[config.mk]
export PLATFORM = sky130hd
export DESIGN_NAME = mft_timer_ctrl
export DESIGN_NICKNAME = d
export VERILOG_FILES = /design/src/rtl/mft_timer_ctrl.v
export VERILOG_INCLUDE_DIRS = /design/src /design/src/rtl
export SDC_FILE = /design/constraint.sdc
export NUM_CORES = 1
export LEC_CHECK = 0
export BUFFER_PORTS_ARGS = -buffer_cell sky130_fd_sc_hd__buf_2
export CAP_MARGIN = 20
export CORE_MARGIN = 2
export CORE_UTILIZATION = 54
export DETAILED_ROUTE_END_ITERATION = 8
export PLACE_DENSITY = 0.93
export SYNTH_ARGS = -nofsm -noshare
export SYNTH_HDL_FRONTEND = slang
export SYNTH_SLANG_ARGS = --single-unit
[constraint.sdc]
create_clock -name i_clk -period 5.3 [get_ports i_clk]
set_input_delay 0 -clock i_clk [delete_from_list [all_inputs] [get_ports i_clk]]
set_output_delay 0 -clock i_clk [all_outputs]
set_load 0.005 [all_outputs]
[src/rtl/mft_defs.vh]
// register map, field positions, reset values and timing for the timer control
`ifndef MFT_DEFS_VH
`define MFT_DEFS_VH

// byte offsets of the words on the register bus
`define MFT_OFS_T1_CTRL 8'h00
`define MFT_OFS_T2_FLAGS 8'h04
`define MFT_OFS_IRQ_STAT 8'h08
`define MFT_OFS_IRQ_MASK 8'h0c
`define MFT_OFS_T1_COUNT 8'h10

// timer 1 edge, prescale and mode control
`define MFT_T1_RTOVF 7
`define MFT_T1_CAPEDGE 6
`define MFT_T1_EVTEDGE 5
`define MFT_T1_PS_HI 4
`define MFT_T1_PS_LO 2
`define MFT_T1_MODE_HI 1
`define MFT_T1_MODE_LO 0

// timer 2 flags and enables
`define MFT_T2_CAP2F 7
`define MFT_T2_CAP1F 6
`define MFT_T2_CAPIE 5
`define MFT_T2_MAT2F 4
`define MFT_T2_MAT1F 3
`define MFT_T2_MATIE 2
`define MFT_T2_OVF 1
`define MFT_T2_OVIE 0

// sticky interrupt status bits
`define MFT_IRQ_RTOVF 0
`define MFT_IRQ_CAP 1
`define MFT_IRQ_MAT 2
`define MFT_IRQ_OVF 3

// write-one-to-clear masks of the two control words
`define MFT_T1_W1C 8'h80
`define MFT_T2_W1C 8'hda

// reset values
`define MFT_T1_RST 8'h00
`define MFT_T2_RST 8'h00
`define MFT_MASK_RST 4'h0

// operating modes
`define MFT_MODE_SOFT 2'h0
`define MFT_MODE_PWM 2'h1
`define MFT_MODE_CAPCMP 2'h2
`define MFT_MODE_EVENT 2'h3

// prescaler width, largest divide is 2**7
`define MFT_PS_W 7

`endif

[src/rtl/mft_timer_ctrl.v]
// timer 1 edge, prescale and mode control with timer 2 flags, over apb
`timescale 1ns/10ps
`default_nettype none
`include "mft_defs.vh"

// Function
// timer 1 control bit 7 sets on real-time counter overflow, held until cleared.
// bit 6 picks capture edge for both timer 1 capture pins, 1 rising.
// bit 5 picks counted edge of timer 1 event pin, 1 rising.
// 3-bit prescale divides clock by two to the field; counter advances per period.
// bits 1..0 select mode: soft timer, pwm, capture/compare, event count.
// in capture/compare mode timer 2 capture flags 2 and 1 set, held.
// capture interrupt enable bit 5 lets capture edges raise interrupts.
// timer 2 match flags bits 4 and 3 set on active compare match, held.
// match interrupt enable bit 2 lets compare matches raise interrupts.
// timer 2 overflow flag bit 1 sets on counter wrap, held until cleared.
// overflow interrupt enable bit 0 lets overflow raise an interrupt.
module mft_timer_ctrl (
  // clock and reset
  input wire i_clk,
  input wire i_rst_b,
  // apb slave
  input wire i_psel,
  input wire i_penable,
  input wire i_pwrite,
  input wire [7:0] i_paddr,
  input wire [31:0] i_pwdata,
  output reg [31:0] o_prdata,
  output reg o_pready,
  output reg o_pslverr,
  // pins of timer 1
  input wire i_tmr1_capture1_pin,
  input wire i_tmr1_capture2_pin,
  input wire i_tmr1_event_pin,
  // events from neighbouring logic
  input wire i_rt_counter_overflow,
  input wire [1:0] i_tmr2_mode,
  input wire i_tmr2_capture1_evt,
  input wire i_tmr2_capture2_evt,
  input wire i_tmr2_match1_evt,
  input wire i_tmr2_match2_evt,
  input wire i_tmr2_overflow_evt,
  // timer 1 outputs
  output reg [1:0] o_tmr1_mode_field,
  output reg o_tmr1_tick,
  output reg o_tmr1_capture1_evt,
  output reg o_tmr1_capture2_evt,
  output reg [15:0] o_tmr1_count,
  // interrupt
  output reg o_irq
);

  reg [7:0] t1_ctrl;
  reg [7:0] t2_flags;
  reg [3:0] irq_stat;
  reg [3:0] irq_mask;
  reg [6:0] ps_cnt;
  reg [2:0] sync_a;
  reg [2:0] sync_b;
  reg [2:0] prev;
  reg [7:0] next_t1_ctrl;
  reg [7:0] next_t2_flags;
  reg [3:0] next_irq_stat;
  reg [31:0] rd_word;
  reg rd_hit;
  wire wr_en;
  wire acc_en;
  wire ps_hit;
  wire cap_mode;
  wire ev_mode;
  wire t1_cap1;
  wire t1_cap2;
  wire t1_evt;
  wire t2_cap;
  wire t2_mat;
  wire [3:0] irq_evt;

  // mask of prescale bits that must all be one for a tick
  function [6:0] div_mask;
    input [2:0] ps;
    begin
      div_mask = (7'h01 << ps) - 7'h01;
    end
  endfunction

  // true on the selected edge, rising when sel is one
  function edge_hit;
    input cur;
    input old;
    input sel;
    begin
      edge_hit = sel ? (cur & ~old) : (~cur & old);
    end
  endfunction

  assign acc_en = i_psel & i_penable & o_pready;
  assign wr_en = acc_en & i_pwrite;

  // pin synchroniser, first stage
  always @(posedge i_clk or negedge i_rst_b) begin
    if (!i_rst_b) begin
      sync_a <= 3'h0;
    end else begin
      sync_a <= {i_tmr1_event_pin, i_tmr1_capture2_pin, i_tmr1_capture1_pin};
    end
  end

  // pin synchroniser, second stage
  always @(posedge i_clk or negedge i_rst_b) begin
    if (!i_rst_b) begin
      sync_b <= 3'h0;
    end else begin
      sync_b <= sync_a;
    end
  end

  // delayed copy for edge detection, idle low
  always @(posedge i_clk or negedge i_rst_b) begin
    if (!i_rst_b) begin
      prev <= 3'h0;
    end else begin
      prev <= sync_b;
    end
  end

  // mode decode
  assign cap_mode = t1_ctrl[`MFT_T1_MODE_HI:`MFT_T1_MODE_LO] ==
    `MFT_MODE_CAPCMP;
  assign ev_mode = t1_ctrl[`MFT_T1_MODE_HI:`MFT_T1_MODE_LO] ==
    `MFT_MODE_EVENT;

  // capture edge select
  assign t1_cap1 = cap_mode &
    edge_hit(sync_b[0], prev[0], t1_ctrl[`MFT_T1_CAPEDGE]);
  assign t1_cap2 = cap_mode &
    edge_hit(sync_b[1], prev[1], t1_ctrl[`MFT_T1_CAPEDGE]);

  // event edge select
  assign t1_evt = edge_hit(sync_b[2], prev[2], t1_ctrl[`MFT_T1_EVTEDGE]);

  // prescale divide
  assign ps_hit = (ps_cnt & div_mask(t1_ctrl[`MFT_T1_PS_HI:`MFT_T1_PS_LO]))
    == div_mask(t1_ctrl[`MFT_T1_PS_HI:`MFT_T1_PS_LO]);

  // free prescale counter
  always @(posedge i_clk or negedge i_rst_b) begin
    if (!i_rst_b) begin
      ps_cnt <= 7'h00;
    end else begin
      ps_cnt <= ps_cnt + 7'h01;
    end
  end

  // event mode counts pin edges, others the prescaled clock
  always @(posedge i_clk or negedge i_rst_b) begin
    if (!i_rst_b) begin
      o_tmr1_tick <= 1'b0;
    end else begin
      o_tmr1_tick <= ev_mode ? t1_evt : ps_hit;
    end
  end

  // counter advances once per tick
  always @(posedge i_clk or negedge i_rst_b) begin
    if (!i_rst_b) begin
      o_tmr1_count <= 16'h0000;
    end else begin
      if (ev_mode ? t1_evt : ps_hit) begin
        o_tmr1_count <= o_tmr1_count + 16'h0001;
      end
    end
  end

  // capture one strobe toward the capture datapath
  always @(posedge i_clk or negedge i_rst_b) begin
    if (!i_rst_b) begin
      o_tmr1_capture1_evt <= 1'b0;
    end else begin
      o_tmr1_capture1_evt <= t1_cap1;
    end
  end

  // capture two strobe toward the capture datapath
  always @(posedge i_clk or negedge i_rst_b) begin
    if (!i_rst_b) begin
      o_tmr1_capture2_evt <= 1'b0;
    end else begin
      o_tmr1_capture2_evt <= t1_cap2;
    end
  end

  // mode field copy for the timer datapath
  always @(posedge i_clk or negedge i_rst_b) begin
    if (!i_rst_b) begin
      o_tmr1_mode_field <= `MFT_MODE_SOFT;
    end else begin
      o_tmr1_mode_field <= t1_ctrl[`MFT_T1_MODE_HI:`MFT_T1_MODE_LO];
    end
  end

  // timer 2 event qualification
  assign t2_cap = (i_tmr2_mode == `MFT_MODE_CAPCMP) &
    (i_tmr2_capture1_evt | i_tmr2_capture2_evt);
  assign t2_mat = i_tmr2_match1_evt | i_tmr2_match2_evt;

  // capture interrupt gate
  // match interrupt gate
  // overflow interrupt gate
  assign irq_evt = {
    i_tmr2_overflow_evt & t2_flags[`MFT_T2_OVIE],
    t2_mat & t2_flags[`MFT_T2_MATIE],
    t2_cap & t2_flags[`MFT_T2_CAPIE],
    i_rt_counter_overflow
  };

  // next value of control words, set beats clear
  always @* begin
    next_t1_ctrl = t1_ctrl;
    next_t2_flags = t2_flags;
    next_irq_stat = irq_stat;
    if (wr_en && i_paddr == `MFT_OFS_T1_CTRL) begin
      next_t1_ctrl = (i_pwdata[7:0] & ~`MFT_T1_W1C) |
        (t1_ctrl & `MFT_T1_W1C & ~i_pwdata[7:0]);
    end else if (wr_en && i_paddr == `MFT_OFS_T2_FLAGS) begin
      next_t2_flags = (i_pwdata[7:0] & ~`MFT_T2_W1C) |
        (t2_flags & `MFT_T2_W1C & ~i_pwdata[7:0]);
    end else if (wr_en && i_paddr == `MFT_OFS_IRQ_STAT) begin
      next_irq_stat = irq_stat & ~i_pwdata[3:0];
    end
    // real-time overflow flag
    if (i_rt_counter_overflow) begin
      next_t1_ctrl[`MFT_T1_RTOVF] = 1'b1;
    end
    // capture flags in capture/compare mode
    if (i_tmr2_mode == `MFT_MODE_CAPCMP && i_tmr2_capture2_evt) begin
      next_t2_flags[`MFT_T2_CAP2F] = 1'b1;
    end
    if (i_tmr2_mode == `MFT_MODE_CAPCMP && i_tmr2_capture1_evt) begin
      next_t2_flags[`MFT_T2_CAP1F] = 1'b1;
    end
    // compare match flags
    if (i_tmr2_match2_evt) begin
      next_t2_flags[`MFT_T2_MAT2F] = 1'b1;
    end
    if (i_tmr2_match1_evt) begin
      next_t2_flags[`MFT_T2_MAT1F] = 1'b1;
    end
    // overflow flag
    if (i_tmr2_overflow_evt) begin
      next_t2_flags[`MFT_T2_OVF] = 1'b1;
    end
    next_irq_stat = next_irq_stat | irq_evt;
  end

  // timer 1 control word
  always @(posedge i_clk or negedge i_rst_b) begin
    if (!i_rst_b) begin
      t1_ctrl <= `MFT_T1_RST;
    end else begin
      t1_ctrl <= next_t1_ctrl;
    end
  end

  // timer 2 flag and enable word
  always @(posedge i_clk or negedge i_rst_b) begin
    if (!i_rst_b) begin
      t2_flags <= `MFT_T2_RST;
    end else begin
      t2_flags <= next_t2_flags;
    end
  end

  // sticky interrupt status
  always @(posedge i_clk or negedge i_rst_b) begin
    if (!i_rst_b) begin
      irq_stat <= 4'h0;
    end else begin
      irq_stat <= next_irq_stat;
    end
  end

  // interrupt mask
  always @(posedge i_clk or negedge i_rst_b) begin
    if (!i_rst_b) begin
      irq_mask <= `MFT_MASK_RST;
    end else if (wr_en && i_paddr == `MFT_OFS_IRQ_MASK) begin
      irq_mask <= i_pwdata[3:0];
    end
  end

  // read decode
  always @* begin
    rd_word = 32'h0000_0000;
    rd_hit = 1'b1;
    if (i_paddr == `MFT_OFS_T1_CTRL) begin
      rd_word = {24'h00_0000, t1_ctrl};
    end else if (i_paddr == `MFT_OFS_T2_FLAGS) begin
      rd_word = {24'h00_0000, t2_flags};
    end else if (i_paddr == `MFT_OFS_IRQ_STAT) begin
      rd_word = {28'h000_0000, irq_stat};
    end else if (i_paddr == `MFT_OFS_IRQ_MASK) begin
      rd_word = {28'h000_0000, irq_mask};
    end else if (i_paddr == `MFT_OFS_T1_COUNT) begin
      rd_word = {16'h0000, o_tmr1_count};
    end else begin
      rd_hit = 1'b0;
    end
  end

  // apb ready, one wait cycle
  always @(posedge i_clk or negedge i_rst_b) begin
    if (!i_rst_b) begin
      o_pready <= 1'b0;
    end else begin
      o_pready <= i_psel & i_penable & ~o_pready;
    end
  end

  // apb read data, zero outside the answer
  always @(posedge i_clk or negedge i_rst_b) begin
    if (!i_rst_b) begin
      o_prdata <= 32'h0000_0000;
    end else begin
      if (i_psel && i_penable && !o_pready) begin
        o_prdata <= i_pwrite ? 32'h0000_0000 : rd_word;
      end else begin
        o_prdata <= 32'h0000_0000;
      end
    end
  end

  // apb error for unmapped addresses
  always @(posedge i_clk or negedge i_rst_b) begin
    if (!i_rst_b) begin
      o_pslverr <= 1'b0;
    end else begin
      if (i_psel && i_penable && !o_pready) begin
        o_pslverr <= ~rd_hit;
      end else begin
        o_pslverr <= 1'b0;
      end
    end
  end

  // level interrupt
  always @(posedge i_clk or negedge i_rst_b) begin
    if (!i_rst_b) begin
      o_irq <= 1'b0;
    end else begin
      o_irq <= |(irq_stat & irq_mask);
    end
  end

endmodule
`default_nettype wire

==> flow_summary_export.csv, run 1 <==
group,metric,value,unit
power,internal_power,0.00102,W
cells_and_area,final_cells,493,
timing,worst_slew_pin_slew,980,ps
yosys,synthArstFlopShare,1.00,
clock_network,postCtsSetupRepairBufs,0,
power,pwr-share-comb,0.133,
setup_path,critical-path-max-stage-delay,740,ps
yosys,syn-mean-instance-area,11.4,µm²
floorplan,placementRows,29,
floorplan,start_util,0.554,
floorplan,dieArea,0.00710,mm²
timing,fin_skew,9.79,ps
setup_path,crit_path_max_fanout,4,
power,total_power,0.00139,W
floorplan,die_h,84.2,µm
power,switchingPower,0.000372,W
yosys,synth-seq-area-share,0.576,
setup_path,critPathCaptureType,"flip-flop",
yosys,synth-edff-count,0,
clock_network,cts_resized,0,
clock_network,clk_latency,350,ps
route,dr_total_vias,2839,
route,post_drt_via_cell_ratio,5.76,
timing,slew_headroom,0.347,
power,vdd_drop_max,279,µV
timing,hold_viol,0,
clock_network,postCtsHoldBufs,31,
job,maxCapViolCount,0,
global_routing,antenna_found_initial,0,
setup_path,critical_path_arrival,2570,ps
clock_network,clockBufferDepth,2,
power,clkPwrFrac,0.366,
route,drc,0,
floorplan,die_x,84.2,µm
cells_and_area,final_nets,469,
clock_network,cts_root_buf,"clkbuf_8",
timing,drv_slew,0,
worst_hold_path,min_path_type,"in -> reg",
timing,fmax,429,MHz
global_routing,grt_max_degree,81,
clock_network,cts_tree,"yes",
floorplan,coreArea,0.00628,mm²
setup_path,crit_chain,"dlygate4sd3_1, buf_2, inv_1, nand3_1, nor4_1, nand2_1, a21o_1, dlygate4sd3_1",
setup_path,cp_slowest_cell,"nor4_1",
power,power.density,318,mW/mm²
route,final_antenna_net_count,0,
setup_path,timing.critical_path.mode_cell,"dlygate4sd3_1",
global_routing,grt_pass1_wl,13600,µm
place,placedCellCount,446,
cells_and_area,antenna_cells_inserted,0,
setup_path,path_class,"in -> reg",
clock_network,cts.clk_slew.worst_paths,80,ps
timing,whs,77.0,ps
place,place.gp.congestion,0.833,
yosys,synth_ff_type,"dfrtp_1",
yosys,yosysWarnings,0,
yosys,ys_types,50,
floorplan,ioPinCount,112,
cells_and_area,mostFrequentLayoutCells,"80 x dfrtp_1, 70 x buf_2, 34 x nand2_1, 31 x dlygate4sd3_1, 26 x nor2_1",
clock_network,cts_sinks,80,
yosys,ys_ff_latch,80,
setup_path,critPathLaunchType,"primary input",
place,dp.final_hpwl,5140,µm
status,status,"completed",
route,first_pass_iters,6,
route,wl_per_cell,16.7,µm
timing,fin_crit_sh,0.440,
timing,rsz0062_at_grt,"false",
global_routing,grt.total_usage,0.249,
place,numPortBuffers,71,
clock_network,cts_made_buffers,9,
cells_and_area,mostFrequentLayoutCell,"dfrtp_1",
route,wirelength,8250,µm
yosys,syn_area,0.00348,mm²
timing,min_period,2330,ps
cells_and_area,area_growth,25.9,%
global_routing,grt_pass1_vias,2807,
power,switching_share,0.267,
global_routing,overflow,0,
power,p_seq_frac,0.501,
power,p_leak,2.18,nW
timing,fin_setup_tns,0,ps
cells_and_area,drive_gt1_frac,0.267,
clock_network,h-tree-depth,3,
route,drt_iter0_drc,359,
timing,setup_viol,0,
setup_path,required,5540,ps
yosys,synth_cells,305,
[path summary, 6_finish.rpt]
check	start	to	slack, ps	cells after the start
max	i_paddr[6]	irq_stat[0]	2970	8
min	i_pwdata[7]	t1_ctrl[7]	80	3
max reg2reg	o_pready	t2_flags[3]	3020	5
min reg2reg	sync_a[1]	sync_b[1]	360	0
max in group asynchronous	i_rst_b	t2_flags[1]	4320	2
min in group asynchronous	i_rst_b	o_prdata[12]	330	2
[logic make-up (layout without fill, tap and decap cells)]
family / count (synthesis) / after routing / share of synthesized area
and+or+nand+nor: 112 / 112 / 0.168
DFF: 80 / 80 / 0.576
AOI/OAI and AO/OA: 43 / 43 / 0.0892
buffers and inverters: 29 / 125 / 0.0518
xor gates and xnor gates: 20 / 20 / 0.0504
muxes: 18 / 18 / 0.0569
adders and majority gates: 2 / 2 / 0.00720
other: 1 / 16 / 0.00108
[sequential cells by signal, summed over array words and instances, names as in the netlist, 2 cells and up]
| name | count |
|---|---|
| irq_stat | 4 |
| t1_ctrl | 8 |
| sync_b | 3 |
| irq_mask | 4 |
| o_prdata | 16 |
| o_tmr1_mode_field | 2 |
| sync_a | 3 |
| o_tmr1_count | 16 |
| prev | 3 |
| ps_cnt | 7 |
| t2_flags | 8 |
[critical path, delay by kind of cell]
family	cells	cell delay, ps
buf+inv	4	1290
compound gates	1	200
simple gates	3	1080
[through the flow]
step                instance area (µm²)  worst slack [ps]  utilization
floorplan                          3530              3600            -
global placement                   3830              3470        0.611
detailed placement                 3830              3370        0.611
CTS                                4380              3050        0.697
global route                       4380              2850        0.697
finish                             4380              2970        0.697
[layer usage]
| metal | GRT usage | vias to the layer above | share of wire |
|---|---|---|---|
| li1 | - | 1241 | - |
| met1 | 0.312 | 1376 | 0.40 |
| met2 | 0.412 | 183 | 0.49 |
| met3 | 0.0639 | 39 | 0.079 |
| met4 | 0.103 | 0 | 0.032 |
| met5 | 0 | - | 0 |
[cells in the mapped netlist, drive strengths merged (2+ instances only)]
library cell   n  area share
a2111oi        4       0.010
a21boi         2      0.0043
a21o           5       0.011
a21oi         11       0.016
a22o           3      0.0076
a22oi          5       0.011
and2           9       0.016
and3           4      0.0086
buf           20       0.042
clkbuf         2      0.0022
dfrtp         80        0.58
ha             2      0.0072
inv            6      0.0065
mux2          14       0.045
mux2i          4       0.012
nand2         34       0.037
nand2b         3      0.0054
nand3         10       0.014
nand3b         2      0.0043
nand4          8       0.014
nor2          26       0.028
nor2b          2      0.0036
nor3           5      0.0086
nor4           2      0.0079
o21ai          5      0.0072
or2            2      0.0036
xnor2         14       0.035
xor2           6       0.015
[final cells by class]
| class | instances | area (µm²) |
|---|---|---|
| Fill cell | 406 | 1900 |
| Tap cell | 77 | 96.3 |
| Multi-Input combinational cell | 211 | 1350 |
| Timing Repair Buffer | 102 | 668 |
| Inverter | 7 | 27.5 |
| Sequential cell | 80 | 2000 |
| Clock buffer | 12 | 155 |
| Clock inverter | 4 | 76.3 |
[power groups by stage]
stage / Clock, W / Sequential [W] / Combinational, W
after floorplan: 0 / 0.000694 / 0.0000970
after global placement: 0 / 0.000703 / 0.000158
after detailed placement: 0 / 0.000705 / 0.000167
after CTS: 0.000515 / 0.000692 / 0.000183
after global routing: 0.000549 / 0.000701 / 0.000207
final: 0.000510 / 0.000698 / 0.000185
Note: power is estimated with default switching activity, not from simulation.
==> run 2: changes to the inputs <==
--- a/config.mk
+++ b/config.mk
@@ -9,9 +9,9 @@
 export BUFFER_PORTS_ARGS = -buffer_cell sky130_fd_sc_hd__buf_2
 export CAP_MARGIN = 20
 export CORE_MARGIN = 2
-export CORE_UTILIZATION = 54
+export CORE_UTILIZATION = 50
 export DETAILED_ROUTE_END_ITERATION = 8
-export PLACE_DENSITY = 0.93
+export PLACE_DENSITY = 0.88
 export SYNTH_ARGS = -nofsm -noshare
 export SYNTH_HDL_FRONTEND = slang
 export SYNTH_SLANG_ARGS = --single-unit
==> constraint.sdc (replaced) <==
create_clock -name i_clk -period 2.2 [get_ports i_clk]
set_input_delay 0 -clock i_clk [delete_from_list [all_inputs] [get_ports i_clk]]
set_output_delay 0 -clock i_clk [all_outputs]
set_load 0.005 [all_outputs]
==> run 2 against run 1 <==
  * Final area up 0.94%
  * First-iteration DRC count shrank 40%
  * Flip-flop and latch count did not move
  * Critical path type is now reg -> reg
  * Largest power group unchanged
==> flow_summary_export.csv, run 2 (same netlist as run 1, synthesis figures left out) <==
group,metric,value,unit
route,route.layer.met1.wl,3350,µm
cells_and_area,reg.largest.list,"o_prdata x16, o_tmr1_count x16",
floorplan,dieArea,0.00764,mm²
setup_path,critPathCaptureType,"flip-flop",
global_routing,grt.total_usage,0.210,
setup_path,crit_path_max_fanout,4,
floorplan,placementRows,30,
route,drt_iter0_drc,215,
route,wl_per_cell,15.6,µm
cells_and_area,mostFrequentLayoutCell,"dfrtp_1",
clock_network,clk_latency,360,ps
clock_network,cts_made_buffers,9,
timing,fmax,483,MHz
cells_and_area,antenna_cells_inserted,0,
floorplan,start_util,0.515,
setup_path,path_class,"reg -> reg",
clock_network,cts_tree,"yes",
place,dp.final_hpwl,5190,µm
place,numPortBuffers,71,
route,drc,0,
route,dr.max_layer_used,"met4",
floorplan,die_h,87.4,µm
floorplan,ioPinCount,112,
floorplan,coreArea,0.00676,mm²
cells_and_area,mostFrequentLayoutCells,"80 x dfrtp_1, 70 x buf_2, 34 x nand2_1, 29 x dlygate4sd3_1, 26 x nor2_1",
clock_network,cts_root_buf,"clkbuf_8",
route,route.met2.wl,3950,µm
setup_path,cp-startpoint,"o_pready",
cells_and_area,multi_input_area,0.00135,mm²
clock_network,cts_resized,0,
route,dr_total_vias,2685,
route,post_drt_via_cell_ratio,5.36,
global_routing,antenna_found_initial,0,
global_routing,grt_pass1_vias,2521,
timing,worst_slew_pin_slew,655,ps
clock_network,clockBufferDepth,2,
timing,fin_skew,15.6,ps
clock_network,cts.clk_slew.worst_paths,80,ps
setup_path,critical_path_arrival,2300,ps
setup_path,crit_chain,"nand4_1, nor4b_4, buf_4, nand2_1, a21o_1, dlygate4sd3_1",
route,wirelength,7840,µm
timing,min_period,2070,ps
cells_and_area,final_nets,474,
timing,drv_slew,0,
global_routing,overflow,0,
timing,fin_setup_tns,0,ps
cells_and_area,area_growth,27.1,%
setup_path,cp_slowest_cell,"dlygate4sd3_1",
setup_path,critical-path-max-stage-delay,560,ps
setup_path,critPathLaunchType,"flip-flop",
clock_network,cts_sinks,80,
worst_hold_path,hp-start,"i_paddr[4]",
setup_path,critPathBufInv,2,
timing,setup_viol,0,
cells_and_area,seqCellArea,0.00200,mm²
timing,rsz0062_at_grt,"false",
global_routing,grt_pass1_wl,12200,µm
floorplan,die_x,87.4,µm
route,final_antenna_net_count,0,
status,status,"completed",
power,total_power,0.00340,W
route,first_pass_iters,5,
setup_path,cpLargestDelayFamily,"buffers and inverters",
cells_and_area,n_fill_cell,495,
timing,fin_crit_sh,0.940,
global_routing,grt_max_degree,48,
job,maxCapViolCount,0,
setup_path,required,2430,ps
power,power.density,771,mW/mm²
worst_hold_path,min_path_type,"in -> reg",
place,place.gp.congestion,0.824,
clock_network,h-tree-depth,3,
timing,hold_viol,0,
power,p_leak,2.20,nW
timing,slew_headroom,0.552,
cells_and_area,drive_gt1_frac,0.278,
route,met3_length,431,µm
power,vdd_drop_max,377,µV
setup_path,reg2reg_from,"o_pready",
[run 2: cell types whose count changed in the layout (fill, tap and decap cells not counted), sizes merged]
cell and delta:
buf +7, bufinv +1, clkinvlp +1, dlygate4sd3 -2, clkinv -1, clkbuf -1
[run 2: what timing repair did]
item,4_1_cts,5_1_grt
hold buffers,29,0
setup buffers,0,3
setup endpoints to repair,0,5
endpoints found under the hold margin,77,0
[run 2: power breakdown]
group	internal (W)	switching, W	leakage, nW
Clock	0.000755	0.000531	0.110
Combinational	0.000209	0.000239	1.07
Sequential	0.00155	0.000122	1.02
[run 2: cell type report]
| class | count | share of cell area |
|---|---|---|
| clock buffer | 11 | 0.0297 |
| inverter | 7 | 0.00623 |
| sequential | 80 | 0.453 |
| clock inverter | 5 | 0.0238 |
| tap | 80 | 0.0227 |
| multi-input combinational | 211 | 0.306 |
| timing repair buffer | 107 | 0.159 |
[run 2: worst register-to-register path, stage by stage, from the launching register on]
cell,delay (ps)
dfrtp_1,360
nand4_1,250
nor4b_4,350
buf_4,190
nand2_1,60
a21o_1,180
dlygate4sd3_1,560
[run 2: worst paths after layout]
kind / endpoint / slack, ps / cells past startpoint
worst max-delay path: t2_flags[4] / 130 / 6
worst min-delay path: o_prdata[3] / 20 / 2
worst max register to register: t2_flags[4] / 130 / 6
worst min register to register: sync_b[0] / 350 / 0
max in group asynchronous: o_tmr1_count[2] / 1330 / 3
min in group asynchronous: ps_cnt[1] / 220 / 2
[run 2: routing by layer]
layer | vias to the layer above | GRT usage
met4 | 0 | 0.0657
met2 | 96 | 0.346
met1 | 1335 | 0.274
met5 | - | 0
met3 | 12 | 0.0502
li1 | 1242 | -
[run 2: through the flow]
stage	setup WS (ps)	cells	hold WS [ps]	cell area, µm²	utilization
5_1_grt	58.9	501	21.4	4420	0.654
3_5_place_dp	307	453	37.3	3870	0.573
2_1_floorplan	500	320	-296	3530	-
3_3_place_gp	391	453	27.8	3870	0.573
4_1_cts	9.94	498	6.87	4400	0.651
6_report	131	501	18.6	4420	0.654
